File: config.mk
export PLATFORM = sky130hd
export DESIGN_NAME = rcs_ctrl
export DESIGN_NICKNAME = d
export VERILOG_FILES = /design/src/rcs_pkg.sv /design/src/rcs_ctrl.sv /design/src/rcs_sync.sv
export SDC_FILE = /design/constraint.sdc
export NUM_CORES = 1
export LEC_CHECK = 0
export ABC_AREA = 1
export BUFFER_PORTS_ARGS = -buffer_cell sky130_fd_sc_hd__buf_2
export CAP_MARGIN = 5
export CELL_PAD_IN_SITES_DETAIL_PLACEMENT = 0
export CELL_PAD_IN_SITES_GLOBAL_PLACEMENT = 2
export CORE_MARGIN = 2
export CORE_UTILIZATION = 38
export DETAILED_ROUTE_END_ITERATION = 10
export HOLD_SLACK_MARGIN = 0.08
export PLACE_DENSITY_LB_ADDON = 0.1
export SLEW_MARGIN = 20
export SYNTH_ARGS = -nofsm -noshare
export SYNTH_HDL_FRONTEND = slang
export SYNTH_HIERARCHICAL = 1
export SYNTH_SLANG_ARGS = --single-unit
File: constraint.sdc
create_clock -name clk_sys -period 37.1 [get_ports clk_sys]
set_clock_uncertainty 0.1 [all_clocks]
set_input_delay 7.42 -clock clk_sys [delete_from_list [all_inputs] [get_ports clk_sys]]
set_output_delay 7.42 -clock clk_sys [all_outputs]
set_load 0.01 [all_outputs]
File: src/rcs_pkg.sv
package rcs_pkg;

    // Clock and reset stretch timing
    localparam int CLK_PERIOD_NS = 50;
    localparam int RST_HOLD_NS = 1000;
    localparam int RST_HOLD_CYC = (RST_HOLD_NS + CLK_PERIOD_NS - 1) / CLK_PERIOD_NS;
    localparam int RST_CNT_W = 8;

    // Register byte addresses
    localparam logic [7:0] ADDR_POR_BROWNOUT_CONTROL_REGISTER = 8'h00;
    localparam logic [7:0] ADDR_RESET_CAUSE_REGISTER = 8'h04;
    localparam logic [7:0] ADDR_SRCR0 = 8'h08;
    localparam logic [7:0] ADDR_WDT_LOAD = 8'h14;
    localparam logic [7:0] ADDR_WDT_CTL = 8'h18;
    localparam logic [7:0] ADDR_WDT_ICR = 8'h1c;
    localparam logic [7:0] ADDR_WDT_VALUE = 8'h20;
    localparam logic [7:0] ADDR_LDO = 8'h24;
    localparam logic [7:0] ADDR_RCC = 8'h28;
    localparam logic [7:0] ADDR_RCC2 = 8'h2c;
    localparam logic [7:0] ADDR_STEP = 8'h04;

    // Brown-out control fields
    localparam int PBOR_RSTEN_BIT = 1;

    // Reset cause fields
    localparam int RESET_CAUSE_REGISTER_W = 5;
    localparam int RESET_CAUSE_REGISTER_EXT_BIT = 0;
    localparam int RESET_CAUSE_REGISTER_POR_BIT = 1;
    localparam int RESET_CAUSE_REGISTER_BOR_BIT = 2;
    localparam int RESET_CAUSE_REGISTER_SW_BIT = 3;
    localparam int RESET_CAUSE_REGISTER_WDT_BIT = 4;
    localparam logic [RESET_CAUSE_REGISTER_W-1:0] RESET_CAUSE_REGISTER_POR_VAL = 5'h02;
    localparam logic [RESET_CAUSE_REGISTER_W-1:0] RESET_CAUSE_REGISTER_EXT_VAL = 5'h01;

    // Watchdog fields and reset values
    localparam int WDT_INTEN_BIT = 0;
    localparam int WDT_RESEN_BIT = 1;
    localparam logic [31:0] WDT_LOAD_RST = 32'hffff_ffff;

    // Regulator adjust field
    localparam int REGULATOR_ADJUST_FIELD_W = 6;
    localparam logic [REGULATOR_ADJUST_FIELD_W-1:0] REGULATOR_ADJUST_FIELD_RST = 6'h00;

    // Run clock configuration fields
    localparam int RCC_MAIN_CRYSTAL_OSC_DIS_BIT = 0;
    localparam int RCC_OSC_SOURCE_SELECT_LSB = 4;
    localparam int RCC_BYPASS_BIT = 11;
    localparam logic [31:0] RCC_RST = 32'h0000_0811;
    localparam int RCC2_DSLP30K_BIT = 0;
    localparam int RCC2_OSC_SOURCE_SELECT_EXTENDED_LSB = 4;
    localparam int RCC2_USE_BIT = 31;
    localparam logic [31:0] RCC2_RST = 32'h0000_0000;

    // Oscillator source codes
    localparam logic [1:0] OSC_MAIN = 2'h0;
    localparam logic [1:0] OSC_INT = 2'h1;
    localparam logic [1:0] OSC_INT_DIV4 = 2'h2;
    localparam logic [1:0] OSC_30K = 2'h3;
    localparam logic [2:0] OSC2_RTC = 3'h7;

    // Reset sequencer states, Gray on each step except ST_STRETCH to ST_RUN
    typedef enum logic [1:0] {
        ST_RUN = 2'b00,
        ST_ACTIVE = 2'b01,
        ST_STRETCH = 2'b11
    } rcs_state_type;

    // Selected system clock source
    typedef enum logic [2:0] {
        SRC_INTERNAL_OSC_12M = 3'h0,
        SRC_INTERNAL_OSC_12M_DIV4 = 3'h1,
        SRC_MAIN_CRYSTAL_OSC = 3'h2,
        SRC_OSC30K = 3'h3,
        SRC_RTC = 3'h4,
        SRC_PLL = 3'h5
    } rcs_clk_src_type;

endpackage

File: src/rcs_ctrl.sv
// The plain strobed port and the register addresses were chosen for this implementation.
`timescale 1ns/1ns
module rcs_ctrl
    import rcs_pkg::*;
#(
    parameter int NUM_SRCR = 3,
    parameter int WDT_W = 32
) (
    input wire logic clk_sys, // System clock
    input wire logic resetn, // Power-on reset, active low
    input wire logic ext_rst_pin_n, // External reset pin, asynchronous
    input wire logic bod_detect, // Brown-out detector, asynchronous
    input wire logic sysreset_req, // Core system reset request pulse
    input wire logic deep_sleep, // Core is in deep-sleep
    input wire logic [7:0] reg_addr, // Register byte address
    input wire logic [31:0] reg_wdata, // Register write data
    input wire logic reg_wr, // Write strobe
    input wire logic reg_rd, // Read strobe
    output logic [31:0] reg_rdata, // Read data, cycle after strobe
    output logic core_rst_n, // Core and system reset, active low
    output logic [NUM_SRCR*32-1:0] periph_rst_n, // Peripheral resets, active low
    output logic tap_rst_n, // Test port reset, active low
    output logic bor_irq, // Brown-out interrupt level
    output logic wdt_irq, // Watchdog first time-out interrupt
    output logic [REGULATOR_ADJUST_FIELD_W-1:0] regulator_adjust_field, // Regulator setting
    output rcs_clk_src_type clk_src, // Selected system clock source
    output logic main_crystal_osc_enable // Main oscillator power
);

    // Address match for one soft reset register
    function automatic logic srcr_hit(input logic [7:0] addr, input int idx);
        return addr == ADDR_SRCR0 + 8'(idx * ADDR_STEP);
    endfunction

    // Clock source decode from configuration
    function automatic rcs_clk_src_type src_decode(input logic [31:0] run_clock_config_register, input logic [31:0] rcc2,
                                                   input logic dslp);
        logic [1:0] osc;
        osc = run_clock_config_register[RCC_OSC_SOURCE_SELECT_LSB +: 2];
        if (dslp && rcc2[RCC2_DSLP30K_BIT]) begin
            return SRC_OSC30K;
        end else if (run_clock_config_register[RCC_BYPASS_BIT] && rcc2[RCC2_USE_BIT] && rcc2[RCC2_OSC_SOURCE_SELECT_EXTENDED_LSB +: 3] == OSC2_RTC) begin
            return SRC_RTC;
        end else if (!run_clock_config_register[RCC_BYPASS_BIT] && osc == OSC_MAIN) begin
            return SRC_PLL;
        end else begin
            case (osc)
                OSC_MAIN: return SRC_MAIN_CRYSTAL_OSC;
                OSC_INT: return SRC_INTERNAL_OSC_12M;
                OSC_INT_DIV4: return SRC_INTERNAL_OSC_12M_DIV4;
                default: return SRC_OSC30K;
            endcase
        end
    endfunction

    logic rst_meta_n; // Reset release first stage
    logic rst_sync_n; // Reset used by the design
    logic [1:0] sync_q; // Synchronised pin and detector
    logic ext_hold; // External pin held low
    logic bod_s; // Brown-out detected
    logic bor_rst_en; // Brown-out reset enable bit
    logic bor_trig; // Brown-out converted to reset
    logic hold_bor; // Active reset caused by brown-out
    rcs_state_type state; // Reset sequencer state
    rcs_state_type next_state; // Its next value
    logic [RST_CNT_W-1:0] hold_cnt; // Stretch counter
    logic sys_clr; // System reset in progress
    logic enter_rst; // Leaving run this cycle
    logic [RESET_CAUSE_REGISTER_W-1:0] reset_cause_register; // Reset cause bits
    logic [RESET_CAUSE_REGISTER_W-1:0] next_reset_cause_register; // Its next value
    logic [31:0] srcr [NUM_SRCR]; // Peripheral soft reset registers
    logic [WDT_W-1:0] wdt_load; // Watchdog reload value
    logic [WDT_W-1:0] wdt_cnt; // Watchdog down-counter
    logic wdt_inten; // Watchdog counting and interrupt enable
    logic wdt_resen; // Watchdog reset enable
    logic wdt_timeout; // Counter at zero while enabled
    logic wdt_rst_req; // Second time-out reset pulse
    logic [31:0] run_clock_config_register; // Run clock configuration
    logic [31:0] rcc2; // Extended run clock configuration
    logic [31:0] next_rdata; // Read data before the flop
    logic wr_en; // Write accepted

    // Reset release through two flops
    always_ff @(posedge clk_sys or negedge resetn) begin
        if (!resetn) begin
            rst_meta_n <= 1'b0;
            rst_sync_n <= 1'b0;
        end else begin
            rst_meta_n <= 1'b1;
            rst_sync_n <= rst_meta_n;
        end
    end

    // Pin and detector synchroniser
    rcs_sync #(
        .WIDTH(2),
        .RST_VAL(2'h2)
    ) u_sync (
        .clk_sys(clk_sys),
        .rst_n(rst_sync_n),
        .d({ext_rst_pin_n, bod_detect}),
        .q(sync_q)
    );

    assign ext_hold = !sync_q[1];
    assign bod_s = sync_q[0];
    assign bor_trig = bod_s && bor_rst_en;
    assign sys_clr = state != ST_RUN;
    assign enter_rst = state == ST_RUN && next_state != ST_RUN;
    assign wr_en = reg_wr && !sys_clr;
    assign wdt_timeout = wdt_inten && wdt_cnt == '0;

    // Reset sequencer next state
    always_comb begin
        next_state = state;
        case (state)
            ST_RUN: begin
                if (ext_hold || bor_trig || sysreset_req || wdt_rst_req) begin
                    next_state = ST_ACTIVE;
                end
            end
            ST_ACTIVE: begin
                if (!ext_hold && !(hold_bor && bod_s)) begin
                    next_state = ST_STRETCH;
                end
            end
            ST_STRETCH: begin
                if (ext_hold) begin
                    next_state = ST_ACTIVE;
                end else if (hold_cnt == RST_CNT_W'(RST_HOLD_CYC - 1)) begin
                    next_state = ST_RUN;
                end
            end
            default: next_state = ST_RUN;
        endcase
    end

    // Sequencer state and stretch counter
    always_ff @(posedge clk_sys or negedge rst_sync_n) begin
        if (!rst_sync_n) begin
            state <= ST_RUN;
            hold_cnt <= '0;
        end else begin
            state <= next_state;
            hold_cnt <= (state == ST_STRETCH) ? hold_cnt + 1'b1 : '0;
        end
    end

    // Remember a brown-out entry across the enable clear
    always_ff @(posedge clk_sys or negedge rst_sync_n) begin
        if (!rst_sync_n) begin
            hold_bor <= 1'b0;
        end else if (enter_rst) begin
            hold_bor <= bor_trig;
        end else if (next_state == ST_RUN) begin
            hold_bor <= 1'b0;
        end
    end

    // Reset outputs; test port only follows power-on
    always_ff @(posedge clk_sys or negedge rst_sync_n) begin
        if (!rst_sync_n) begin
            core_rst_n <= 1'b0;
            periph_rst_n <= '0;
            tap_rst_n <= 1'b0;
        end else begin
            core_rst_n <= next_state == ST_RUN;
            for (int i = 0; i < NUM_SRCR; i++) begin
                periph_rst_n[i*32 +: 32] <= ~srcr[i] & {32{next_state == ST_RUN}};
            end
            tap_rst_n <= 1'b1;
        end
    end

    // Reset cause next value; hardware set wins over write
    always_comb begin
        next_reset_cause_register = (reg_wr && reg_addr == ADDR_RESET_CAUSE_REGISTER) ? reg_wdata[RESET_CAUSE_REGISTER_W-1:0] : reset_cause_register;
        if (enter_rst) begin
            if (ext_hold) begin
                next_reset_cause_register = RESET_CAUSE_REGISTER_EXT_VAL;
            end else begin
                next_reset_cause_register[RESET_CAUSE_REGISTER_BOR_BIT] = next_reset_cause_register[RESET_CAUSE_REGISTER_BOR_BIT] | bor_trig;
                next_reset_cause_register[RESET_CAUSE_REGISTER_SW_BIT] = next_reset_cause_register[RESET_CAUSE_REGISTER_SW_BIT] | sysreset_req;
                next_reset_cause_register[RESET_CAUSE_REGISTER_WDT_BIT] = next_reset_cause_register[RESET_CAUSE_REGISTER_WDT_BIT] | wdt_rst_req;
            end
        end
    end

    // Reset cause register, sticky across system resets other than the pin reset
    always_ff @(posedge clk_sys or negedge rst_sync_n) begin
        if (!rst_sync_n) begin
            reset_cause_register <= RESET_CAUSE_REGISTER_POR_VAL;
        end else begin
            reset_cause_register <= next_reset_cause_register;
        end
    end

    // Brown-out control and interrupt
    always_ff @(posedge clk_sys or negedge rst_sync_n) begin
        if (!rst_sync_n) begin
            bor_rst_en <= 1'b0;
            bor_irq <= 1'b0;
        end else begin
            if (sys_clr) begin
                bor_rst_en <= 1'b0;
            end else if (wr_en && reg_addr == ADDR_POR_BROWNOUT_CONTROL_REGISTER) begin
                bor_rst_en <= reg_wdata[PBOR_RSTEN_BIT];
            end
            bor_irq <= bod_s && !bor_rst_en;
        end
    end

    // Soft reset registers, one per group of peripherals
    generate
        for (genvar g = 0; g < NUM_SRCR; g++) begin : g_srcr
            always_ff @(posedge clk_sys or negedge rst_sync_n) begin
                if (!rst_sync_n) begin
                    srcr[g] <= '0;
                end else if (sys_clr) begin
                    srcr[g] <= '0;
                end else if (wr_en && srcr_hit(reg_addr, g)) begin
                    srcr[g] <= reg_wdata;
                end
            end
        end
    endgenerate

    // Watchdog configuration
    always_ff @(posedge clk_sys or negedge rst_sync_n) begin
        if (!rst_sync_n) begin
            wdt_load <= WDT_W'(WDT_LOAD_RST);
            wdt_inten <= 1'b0;
            wdt_resen <= 1'b0;
        end else if (sys_clr) begin
            wdt_load <= WDT_W'(WDT_LOAD_RST);
            wdt_inten <= 1'b0;
            wdt_resen <= 1'b0;
        end else if (wr_en && reg_addr == ADDR_WDT_LOAD) begin
            wdt_load <= reg_wdata[WDT_W-1:0];
        end else if (wr_en && reg_addr == ADDR_WDT_CTL) begin
            wdt_inten <= reg_wdata[WDT_INTEN_BIT];
            wdt_resen <= reg_wdata[WDT_RESEN_BIT];
        end
    end

    // Watchdog down-counter
    always_ff @(posedge clk_sys or negedge rst_sync_n) begin
        if (!rst_sync_n) begin
            wdt_cnt <= WDT_W'(WDT_LOAD_RST);
        end else if (sys_clr) begin
            wdt_cnt <= WDT_W'(WDT_LOAD_RST);
        end else if (wr_en && reg_addr == ADDR_WDT_LOAD) begin
            wdt_cnt <= reg_wdata[WDT_W-1:0];
        end else if (wdt_timeout) begin
            wdt_cnt <= wdt_load;
        end else if (wdt_inten) begin
            wdt_cnt <= wdt_cnt - 1'b1;
        end
    end

    // Watchdog interrupt flag and reset request
    always_ff @(posedge clk_sys or negedge rst_sync_n) begin
        if (!rst_sync_n) begin
            wdt_irq <= 1'b0;
            wdt_rst_req <= 1'b0;
        end else begin
            if (sys_clr) begin
                wdt_irq <= 1'b0;
            end else if (wdt_timeout) begin
                wdt_irq <= 1'b1;
            end else if (wr_en && reg_addr == ADDR_WDT_ICR) begin
                wdt_irq <= 1'b0;
            end
            wdt_rst_req <= wdt_timeout && wdt_irq && wdt_resen && !sys_clr;
        end
    end

    // Regulator and clock configuration
    always_ff @(posedge clk_sys or negedge rst_sync_n) begin
        if (!rst_sync_n) begin
            regulator_adjust_field <= REGULATOR_ADJUST_FIELD_RST;
            run_clock_config_register <= RCC_RST;
            rcc2 <= RCC2_RST;
        end else if (sys_clr) begin
            regulator_adjust_field <= REGULATOR_ADJUST_FIELD_RST;
            run_clock_config_register <= RCC_RST;
            rcc2 <= RCC2_RST;
        end else if (wr_en && reg_addr == ADDR_LDO) begin
            regulator_adjust_field <= reg_wdata[REGULATOR_ADJUST_FIELD_W-1:0];
        end else if (wr_en && reg_addr == ADDR_RCC) begin
            run_clock_config_register <= reg_wdata;
        end else if (wr_en && reg_addr == ADDR_RCC2) begin
            rcc2 <= reg_wdata;
        end
    end

    // Clock source selection and main oscillator power
    always_ff @(posedge clk_sys or negedge rst_sync_n) begin
        if (!rst_sync_n) begin
            clk_src <= SRC_INTERNAL_OSC_12M;
            main_crystal_osc_enable <= 1'b0;
        end else begin
            clk_src <= src_decode(run_clock_config_register, rcc2, deep_sleep);
            main_crystal_osc_enable <= !run_clock_config_register[RCC_MAIN_CRYSTAL_OSC_DIS_BIT] && !(deep_sleep && rcc2[RCC2_DSLP30K_BIT]);
        end
    end

    // Read decode
    always_comb begin
        next_rdata = 32'h0;
        if (reg_addr == ADDR_POR_BROWNOUT_CONTROL_REGISTER) begin
            next_rdata[PBOR_RSTEN_BIT] = bor_rst_en;
        end else if (reg_addr == ADDR_RESET_CAUSE_REGISTER) begin
            next_rdata = 32'(reset_cause_register);
        end else if (reg_addr == ADDR_WDT_LOAD) begin
            next_rdata = 32'(wdt_load);
        end else if (reg_addr == ADDR_WDT_CTL) begin
            next_rdata[WDT_INTEN_BIT] = wdt_inten;
            next_rdata[WDT_RESEN_BIT] = wdt_resen;
        end else if (reg_addr == ADDR_WDT_ICR) begin
            next_rdata[0] = wdt_irq;
        end else if (reg_addr == ADDR_WDT_VALUE) begin
            next_rdata = 32'(wdt_cnt);
        end else if (reg_addr == ADDR_LDO) begin
            next_rdata = 32'(regulator_adjust_field);
        end else if (reg_addr == ADDR_RCC) begin
            next_rdata = run_clock_config_register;
        end else if (reg_addr == ADDR_RCC2) begin
            next_rdata = rcc2;
        end else begin
            for (int i = 0; i < NUM_SRCR; i++) begin
                if (srcr_hit(reg_addr, i)) begin
                    next_rdata = srcr[i];
                end
            end
        end
    end

    // Read data stands for one cycle only
    always_ff @(posedge clk_sys or negedge rst_sync_n) begin
        if (!rst_sync_n) begin
            reg_rdata <= 32'h0;
        end else begin
            reg_rdata <= reg_rd ? next_rdata : 32'h0;
        end
    end

    // Checks
    localparam int HOLD_MAX = 24;
endmodule // rcs_ctrl

File: src/rcs_sync.sv
`timescale 1ns/1ns
// Two-stage synchroniser for asynchronous levels
module rcs_sync
    import rcs_pkg::*;
#(
    parameter int WIDTH = 1,
    parameter logic [WIDTH-1:0] RST_VAL = '0
) (
    input wire logic clk_sys, // System clock
    input wire logic rst_n, // Reset, active low
    input wire logic [WIDTH-1:0] d, // Asynchronous levels
    output logic [WIDTH-1:0] q // Synchronised levels
);

    logic [WIDTH-1:0] meta; // First stage, read only by q

    // Two flops in series
    always_ff @(posedge clk_sys or negedge rst_n) begin
        if (!rst_n) begin
            meta <= RST_VAL;
            q <= RST_VAL;
        end else begin
            meta <= d;
            q <= meta;
        end
    end

endmodule // rcs_sync
# ---- Word-level counts from Yosys, hierarchy flattened
# Index checks and enable logic that the tools add are counted.
dict set report word_totals {
  regBits 392
  inputBits 48
  out_inout_bits 142
  elab_cells 182
}
dict set report op_classes {
  add_sub_neg 2
  eq_ne 20
  muxes 65
  n_bitwise 9
  reduce_logical 58
}
# op n
set ops {}
lappend ops {{2-to-1 mux 32 bit} 29}
lappend ops {{AND 32 bit} 3}
lappend ops {{NOT 32 bit} 3}
lappend ops {{2-to-1 mux 30 bit} 2}
lappend ops {{== test 8 x 5 -> 1 bit, second input constant} 5}
lappend ops {{== test 8 x 6 -> 1 bit, second input constant} 4}
lappend ops {{zero test 32 bit} 1}
lappend ops {{subtractor 32 x 1 -> 32 bit, second input constant} 1}
lappend ops {{2-to-1 mux 31 bit} 1}
lappend ops {{logical AND 1 bit} 26}
lappend ops {{nonzero test 2 bit} 12}
lappend ops {{== test 8 x 4 -> 1 bit, second input constant} 2}
lappend ops {{2-to-1 mux 1 bit} 16}
lappend ops {{2-to-1 mux 2 bit} 6}
lappend ops {{2-to-1 mux 3 bit} 4}
lappend ops {{2-to-1 mux 6 bit} 2}
lappend ops {{case mux 2 bit (3 select lines)} 2}
lappend ops {{2-to-1 mux 5 bit} 2}
lappend ops {{adder 8 x 1 -> 8 bit, second input constant} 1}
lappend ops {{== test 8 x 3 -> 1 bit, second input constant} 1}
lappend ops {{zero test 8 bit} 1}
lappend ops {{2-to-1 mux 8 bit} 1}
lappend ops {{zero test 1 bit} 7}
lappend ops {{zero test 2 bit} 3}
lappend ops {{other kinds (10)} 19}

# ---- Logic depth before layout (Yosys ltp)
# Gate-level depths: netlist (run 1).
dict set report depth {
  depth_word 14
  depth_mapped 14
  mapped_depth_nobuf 13
}

# ---- By module
# The synthesis (run 1) kept the hierarchy.
# mod n_inst cells_each area_each_um2 seq_area_each_um2
set by_module_without_submodules {}
lappend by_module_without_submodules {rcs_ctrl 1 1932 16711.0 9794.4}
lappend by_module_without_submodules {rcs_sync 1 4 102.6 102.6}

# ---- Worst setup path before layout (run 1)
# Ideal clock, no wire load.
dict set report synth_timing {
  kind {input -> register}
  start {input reg_wr}
  end {register wdt_cnt[11]}
  setup_time_ns 0.077
  t_arrival_ns 8.649
  required_ns 36.923
  path_slack_ns 28.274
  path_stages 10
  n_path_buf 3
  path_cell_list {buf_2 -> inv_1 -> nor2_2 -> nand2_4 -> nand2_4 -> nor2_4 -> inv_2 -> buf_6 -> buf_2 -> a31oi_1}
}
dict set report synth_via {
  elab_chain_len 4
  word_cells_on_any_way 5
  classes_between {mux (2); reduce/logical (3)}
}
# element line
set synth_lines {}
lappend synth_lines {{from (decl)} rcs_ctrl.sv:17} ;# input wire logic reg_wr,
lappend synth_lines {{logical AND 1 bit *} rcs_ctrl.sv:110} ;# assign wr_en = reg_wr && !sys_clr;
lappend synth_lines {{logical AND 1 bit *} rcs_ctrl.sv:252} ;# end else if (wr_en && reg_addr == ADDR_WDT_LOAD) begin
lappend synth_lines {{2-to-1 mux 32 bit} rcs_ctrl.sv:252}
lappend synth_lines {{2-to-1 mux 32 bit} rcs_ctrl.sv:250} ;# end else if (sys_clr) begin
lappend synth_lines {{to (signal assigned)} rcs_ctrl.sv:249} ;# wdt_cnt <= WDT_W'(WDT_LOAD_RST);
lappend synth_lines {{to (signal assigned)} rcs_ctrl.sv:251} ;# wdt_cnt <= WDT_W'(WDT_LOAD_RST);
lappend synth_lines {{to (signal assigned)} rcs_ctrl.sv:253} ;# wdt_cnt <= reg_wdata[WDT_W-1:0];
lappend synth_lines {{to (decl)} rcs_ctrl.sv:73} ;# logic [WDT_W-1:0] wdt_cnt;
# Mark *: on every way between the ends. The rest lies on a longest branch, timed or not.
# A chain may end at the register's enable or synchronous reset.

# ---- Final worst setup path (run 1)
dict set report layout_timing {
  start {input reg_addr[5]}
  end {register wdt_cnt[24]}
}
dict set report layout_via {
  elab_chain_len 4
  word_cells_on_any_way 5
  classes_between {eq/ne (1); mux (2); reduce/logical (2)}
}
# element line
set layout_lines {}
lappend layout_lines {{from (decl)} rcs_ctrl.sv:15} ;# input wire logic [7:0] reg_addr,
lappend layout_lines {{== test 8 x 5 -> 1 bit *} rcs_ctrl.sv:252}
lappend layout_lines {{logical AND 1 bit *} rcs_ctrl.sv:252}
lappend layout_lines {{2-to-1 mux 32 bit} rcs_ctrl.sv:252}
lappend layout_lines {{2-to-1 mux 32 bit} rcs_ctrl.sv:250}
# Marks and branches as above.

==> flow_summary.ini, run 1 <==
[synthesis]
seq_area_frac_synth_pct = 58.86
synth_top_cell_by_area = dfrtp_1
yosysWarnings = 6
synth_top_cell_area_share_pct = 47.92
synth_area_leaders = dfrtp_1 (48%), nand2_1 (11%), dfstp_2 (11%)
synth.avg_cell_area_sq_um = 8.685
synth_cells = 1936
yosysUniqueCellTypes = 47
synth_area_sq_um = 16810
ys_ff_latch = 392

[floorplanning]
io_pins = 190
dieArea_sq_um = 45950
fp-row-count = 77
die_w_um = 214.4
core_area_sq_um = 43930
start_util_pct = 38.27
fp.dieH_um = 214.4

[critical_path]
end_kind = flip-flop
cp_data_arrival_time_ps = 10540
cp_data_required_time_ps = 37490
worstSetupPathType = in -> reg
cp-start-kind = input pin
crit_fanout = 48

[finish]
most-common-layout-cells = nand2_1 (492), dfrtp_1 (321), nor2_1 (262)
layout-drive-gt1-share_pct = 17.67
syn2layout_area_growth_pct = 17.27
antenna_cells = 0
layout_commonest_cell = nand2_1
nFillCells = 4577
nets = 2149

[route]
dr.pass1.iters = 5
vias_per_cell = 5.061
num_vias = 13795
drc_errors = 0
wirelength_um = 53930
ant_nets = 0
wl_per_cell_um = 19.78
dr.first_iter.drc_count = 856

[clock_tree]
clock-sinks = 392
numCtsBuffers = 45
clk_pin_slew_ps = 60
clock_latency_ps = 580
cts_tree = done
cts_resized = 0
cts.path.max_buffers = 3
cts_hold_buf = 0
cts_setup_buffers = 0
cts_root_buffer = clkbuf_16
ctsHtreeMaxLevel = 2

[power_and_ir_drop]
switching_share_pct = 22.56
ir_drop_v = 0.00002956
clkPwrFrac_pct = 49.1
leakagePower_nw = 10.49
powerDensity_nw_per_um2 = 44.84
power_switching_mw = 0.1995
p_seq_share_pct = 48.8
combinationalPowerShare_pct = 2.1
internal_power_mw = 0.6847

[placed_design]
post-dp-hpwl_um = 36740
place.gp.congestion = 0.8428
port_buffers = 189

[timing]
slew_viol_final = 0
hold_ws_ps = 234.1
max_slew_margin_pct = 32.21
post-route-min-period_ps = 10140
clock.fmax_mhz = 98.60
rsz0062_at_grt = no
tightest_slew_ps = 1017
fin_crit_sh_pct = 27.34
tns_ps = 0
final_hold_viol_count = 0
setup_viol = 0

[global_route]
grt_max_degree = 169
grt_first_pass_wirelength_um = 83960
grt.total_usage_pct = 23.76
grt_pass1_vias = 14150
overflow = 0
antenna_found_initial = 0

[worst_hold_path]
hp-class = reg -> async

[outcome]
status = finished clean

[job]
maxCapViolCount = 0
worst paths after layout:
path,cells past startpoint,end,slack (ps),start
min in group clk_sys,0,u_sync/q[0],250,u_sync/meta[0]
min reg2reg,0,periph_rst_n[67],230,rst_sync_n
max in group asynchronous,1,rst_sync_n,30280,resetn
max reg2reg,10,wdt_cnt[24],32980,state[1]
max,13,wdt_cnt[24],26960,reg_addr[5]
min,0,periph_rst_n[67],230,rst_sync_n
critical path: stages:
cell and delay [ps]:
buf_2 120, inv_2 60, nand2_1 40, nor2_1 160, inv_1 150, nor2_8 460, nand2_4 370, nand2_4 430
nor2_4 200, inv_2 700, nand2_1 150, a21oi_1 170, a21oi_1 60
per-layer routing:
metal	global-route usage (%)	vias up	wire length, um
met5	0	-	0
met4	10.93	0	2630
met3	3.574	113	2128
met2	39.31	343	25910
met1	30.89	6714	23260
li1	-	6625	-
synthesized netlist by cell type (all sizes together):
library cell,instances
nor3,13
a21oi,130
o211ai,24
nor4,1
nor2,273
a211oi,2
dfrtp,322
nor3b,3
clkinv,2
nand3,66
inv,146
ha,3
o22ai,15
clkbuf,46
conb,1
nand2,495
nand4,21
a31oi,14
buf,45
o21a,1
xor2,7
a31o,1
o31ai,2
o311ai,1
mux2i,1
dfstp,70
or2,3
o21ai,219
a22oi,2
o221ai,7
stage by stage:
stage / util, % / cell area, sq um / setup WS, ps / std cells / power, mW
after floorplan: - / 16820 / 25390 / 1937 / 0.4478
after global placement: 41.58 / 18270 / 26490 / 2643 / 0.4581
after detailed placement: 41.58 / 18270 / 26400 / 2643 / 0.4582
after CTS: 44.87 / 19710 / 27010 / 2726 / 0.8971
after global routing: 44.88 / 19720 / 26710 / 2726 / 0.9150
final: 44.88 / 19720 / 26960 / 2726 / 0.8842
cell families (layout without fill, tap and decap cells):
family,Yosys count,count (layout),synth area share [%]
adders and majority gates,3,3,0.2233
muxes,1,1,0.05954
xor gates and xnor gates,7,7,0.3646
AOI/OAI and AO/OA,418,418,13.48
buffers and inverters,239,436,5.760
and+or+nand+nor,875,875,21.23
DFF,392,392,58.86
other,1,2,0.02230
power groups by stage:
stage | logic (mW) | clock network [mW] | registers [mW]
after floorplan | 0.00406 | 0 | 0.444
after global placement | 0.0194 | 0 | 0.439
after detailed placement | 0.0194 | 0 | 0.439
after CTS | 0.0195 | 0.446 | 0.431
after global routing | 0.0213 | 0.462 | 0.431
final | 0.0187 | 0.434 | 0.431
state kept, by name, summed over array words and instances (netlist names), 5 cells and up:
| register | cells |
|---|---|
| hold_cnt | 8 |
| regulator_adjust_field | 6 |
| wdt_cnt | 32 |
| reg_rdata | 32 |
| wdt_load | 32 |
| run_clock_config_register | 32 |
| srcr | 96 |
| rcc2 | 32 |
| periph_rst_n | 96 |
| reset_cause_register | 5 |
final cells by class:
type | instances | area (sq um) | share of cell area (%)
multi-input cells | 1306 | 5989 | 30.38
clock buffers | 69 | 1306 | 6.625
well taps | 592 | 740.7 | 3.757
flip-flops and latches | 392 | 9901 | 50.21
repair buffers | 205 | 1082 | 5.489
clock inverters | 14 | 142.6 | 0.7234
inverters | 148 | 555.5 | 2.817
No activity file was read; power rests on OpenSTA's default activity.
==> run 2, diff against run 1 <==
--- a/config.mk
+++ b/config.mk
@@ -11,7 +11,7 @@
 export CELL_PAD_IN_SITES_DETAIL_PLACEMENT = 0
 export CELL_PAD_IN_SITES_GLOBAL_PLACEMENT = 2
 export CORE_MARGIN = 2
-export CORE_UTILIZATION = 38
+export CORE_UTILIZATION = 32
 export DETAILED_ROUTE_END_ITERATION = 10
 export HOLD_SLACK_MARGIN = 0.08
 export PLACE_DENSITY_LB_ADDON = 0.1
==> constraint.sdc (replaced) <==
create_clock -name clk_sys -period 9 [get_ports clk_sys]
set_clock_uncertainty 0.1 [all_clocks]
set_input_delay 1.8 -clock clk_sys [delete_from_list [all_inputs] [get_ports clk_sys]]
set_output_delay 1.8 -clock clk_sys [all_outputs]
set_load 0.01 [all_outputs]
==> flow_summary.ini, run 2 (same netlist as run 1, synthesis figures left out) <==
[floorplanning]
fp-row-count = 84
dieArea_sq_um = 54390
core_area_sq_um = 52240
io_pins = 190
start_util_pct = 32.19
fp.dieH_um = 233.2
die_w_um = 233.2

[critical_path]
cp-start-kind = input pin
cp_data_required_time_ps = 9390
path_depth = 13
cp_num_buf_inv = 4
end_kind = flip-flop
crit_fanout = 48
rr_endpoint = wdt_cnt[26]
slowest_stage = inv_2
r2r-start = state[1]
max_stage_delay_ps = 690
ff2ff_path_depth = 10
worstPathCellList = buf_2 > inv_2 > nand2_1 > nor2_1 > inv_1 > nor2_8 > nand2_4 > nand2_4 > nor2_4 > inv_2 > nand2_1 > a21oi_1 > a21oi_1
r2r_slack_ps = 5510
cp_data_arrival_time_ps = 4960
critical_path.top_delay_family = simple AND/OR/NAND/NOR gates
worstSetupPathType = in -> reg

[route]
ant_nets = 0
wirelength_um = 57960
wl_per_cell_um = 20.51
num_vias = 13771
dr.first_iter.drc_count = 1061
drc_errors = 0
dr.pass1.iters = 5
vias_per_cell = 4.873

[timing]
tns_ps = 0
setup_viol = 0
rsz0062_at_grt = no
tightest_slew_ps = 1036
hold_ws_ps = 204.3
clock.fmax_mhz = 218.9
max_slew_margin_pct = 30.93
slew_viol_final = 0
final_hold_viol_count = 0
fin_crit_sh_pct = 50.75
post-route-min-period_ps = 4567

[global_route]
grt_max_degree = 152
grt_first_pass_wirelength_um = 87450
grt.total_usage_pct = 21.52
antenna_found_initial = 1
grt_pass1_vias = 13899
overflow = 0

[power_and_ir_drop]
leakagePower_nw = 10.52
ir_drop_v = 0.0001056
powerDensity_nw_per_um2 = 187.5

[clock_tree]
numCtsBuffers = 46
ctsHtreeMaxLevel = 2
cts_setup_buffers = 0
clk_pin_slew_ps = 60
cts_tree = done
clock_latency_ps = 590
cts_resized = 0
cts_hold_buf = 0
cts_root_buffer = clkbuf_16
cts.path.max_buffers = 3
clock-sinks = 392

[outcome]
status = finished clean

[placed_design]
place.gp.congestion = 0.8411
post-dp-hpwl_um = 39450
port_buffers = 189

[finish]
reg_top3 = periph_rst_n (96), srcr (96)
most-common-layout-cells = nand2_1 (492), dfrtp_1 (321), nor2_1 (262)
nets = 2150
layout_commonest_cell = nand2_1
syn2layout_area_growth_pct = 18.24
layout-drive-gt1-share_pct = 17.69

[job]
maxCapViolCount = 0

[worst_hold_path]
hp-class = reg -> async
run 2: changes by cell type in the layout (fill, tap and decap cells not counted), moves of 2 or more:
cell,before,now
clkbuf_1,15,18
clkinv_2,7,9
clkbuf_8,9,5
clkinvlp_4,3,1
bufinv_16,1,3
clkbuf_16,45,47
run 2: area by class of cell:
class / count / area (sq um)
fill: 5475 / 32350
sequential: 392 / 9901
multi-input combinational: 1306 / 5989
clock buffer: 70 / 1313
timing repair buffer: 205 / 1079
tap: 688 / 860.8
inverter: 148 / 555.5
clock inverter: 16 / 180.2
antenna: 1 / 2.502
run 2: layer usage:
layer	GRT usage, %	vias up	part of all wire [%]
met5	0	-	0
met4	6.190	0	2.7
met3	3.076	74	3.7
met2	37.39	288	50
met1	27.82	6790	44
li1	-	6619	-
run 2: how the worst max path moves through the flow:
stage	from	end	slack, ps
3_3_place_gp	reg_addr[6]	wdt_cnt[10]	3910
4_1_cts	reg_addr[5]	wdt_cnt[19]	4440
3_5_place_dp	reg_addr[5]	wdt_cnt[19]	3840
6_report	reg_addr[5]	wdt_cnt[26]	4430
2_1_floorplan	rst_sync_n	bor_irq	2570
5_1_grt	reg_addr[5]	wdt_cnt[26]	4120
run 2: worst register-to-register path, delay by kind of cell, from the launching register on:
kind / cells / cell delay, ps
flops: 1 / 470
buf+inv: 2 / 800
compound gates: 2 / 200
simple gates: 6 / 1820
run 2: where the power goes:
group | leakage [nW] | switching (mW) | internal (mW)
sequential | 5.21 | 0.00659 | 1.77
combinational | 4.59 | 0.0632 | 0.0159
clock | 0.733 | 0.774 | 1.10
total | 10.5 | 0.844 | 2.88
run 2: per-stage QoR:
step / cell area (sq um) / instances / util [%] / power, mW / setup WS, ps
finish: 19880 / 2826 / 38.06 / 3.728 / 4433
global placement: 18390 / 2739 / 35.20 / 1.891 / 3911
detailed placement: 18390 / 2739 / 35.20 / 1.891 / 3837
global route: 19880 / 2825 / 38.05 / 3.875 / 4119
CTS: 19880 / 2825 / 38.05 / 3.788 / 4444
floorplan: 16820 / 1937 / - / 1.846 / 2568
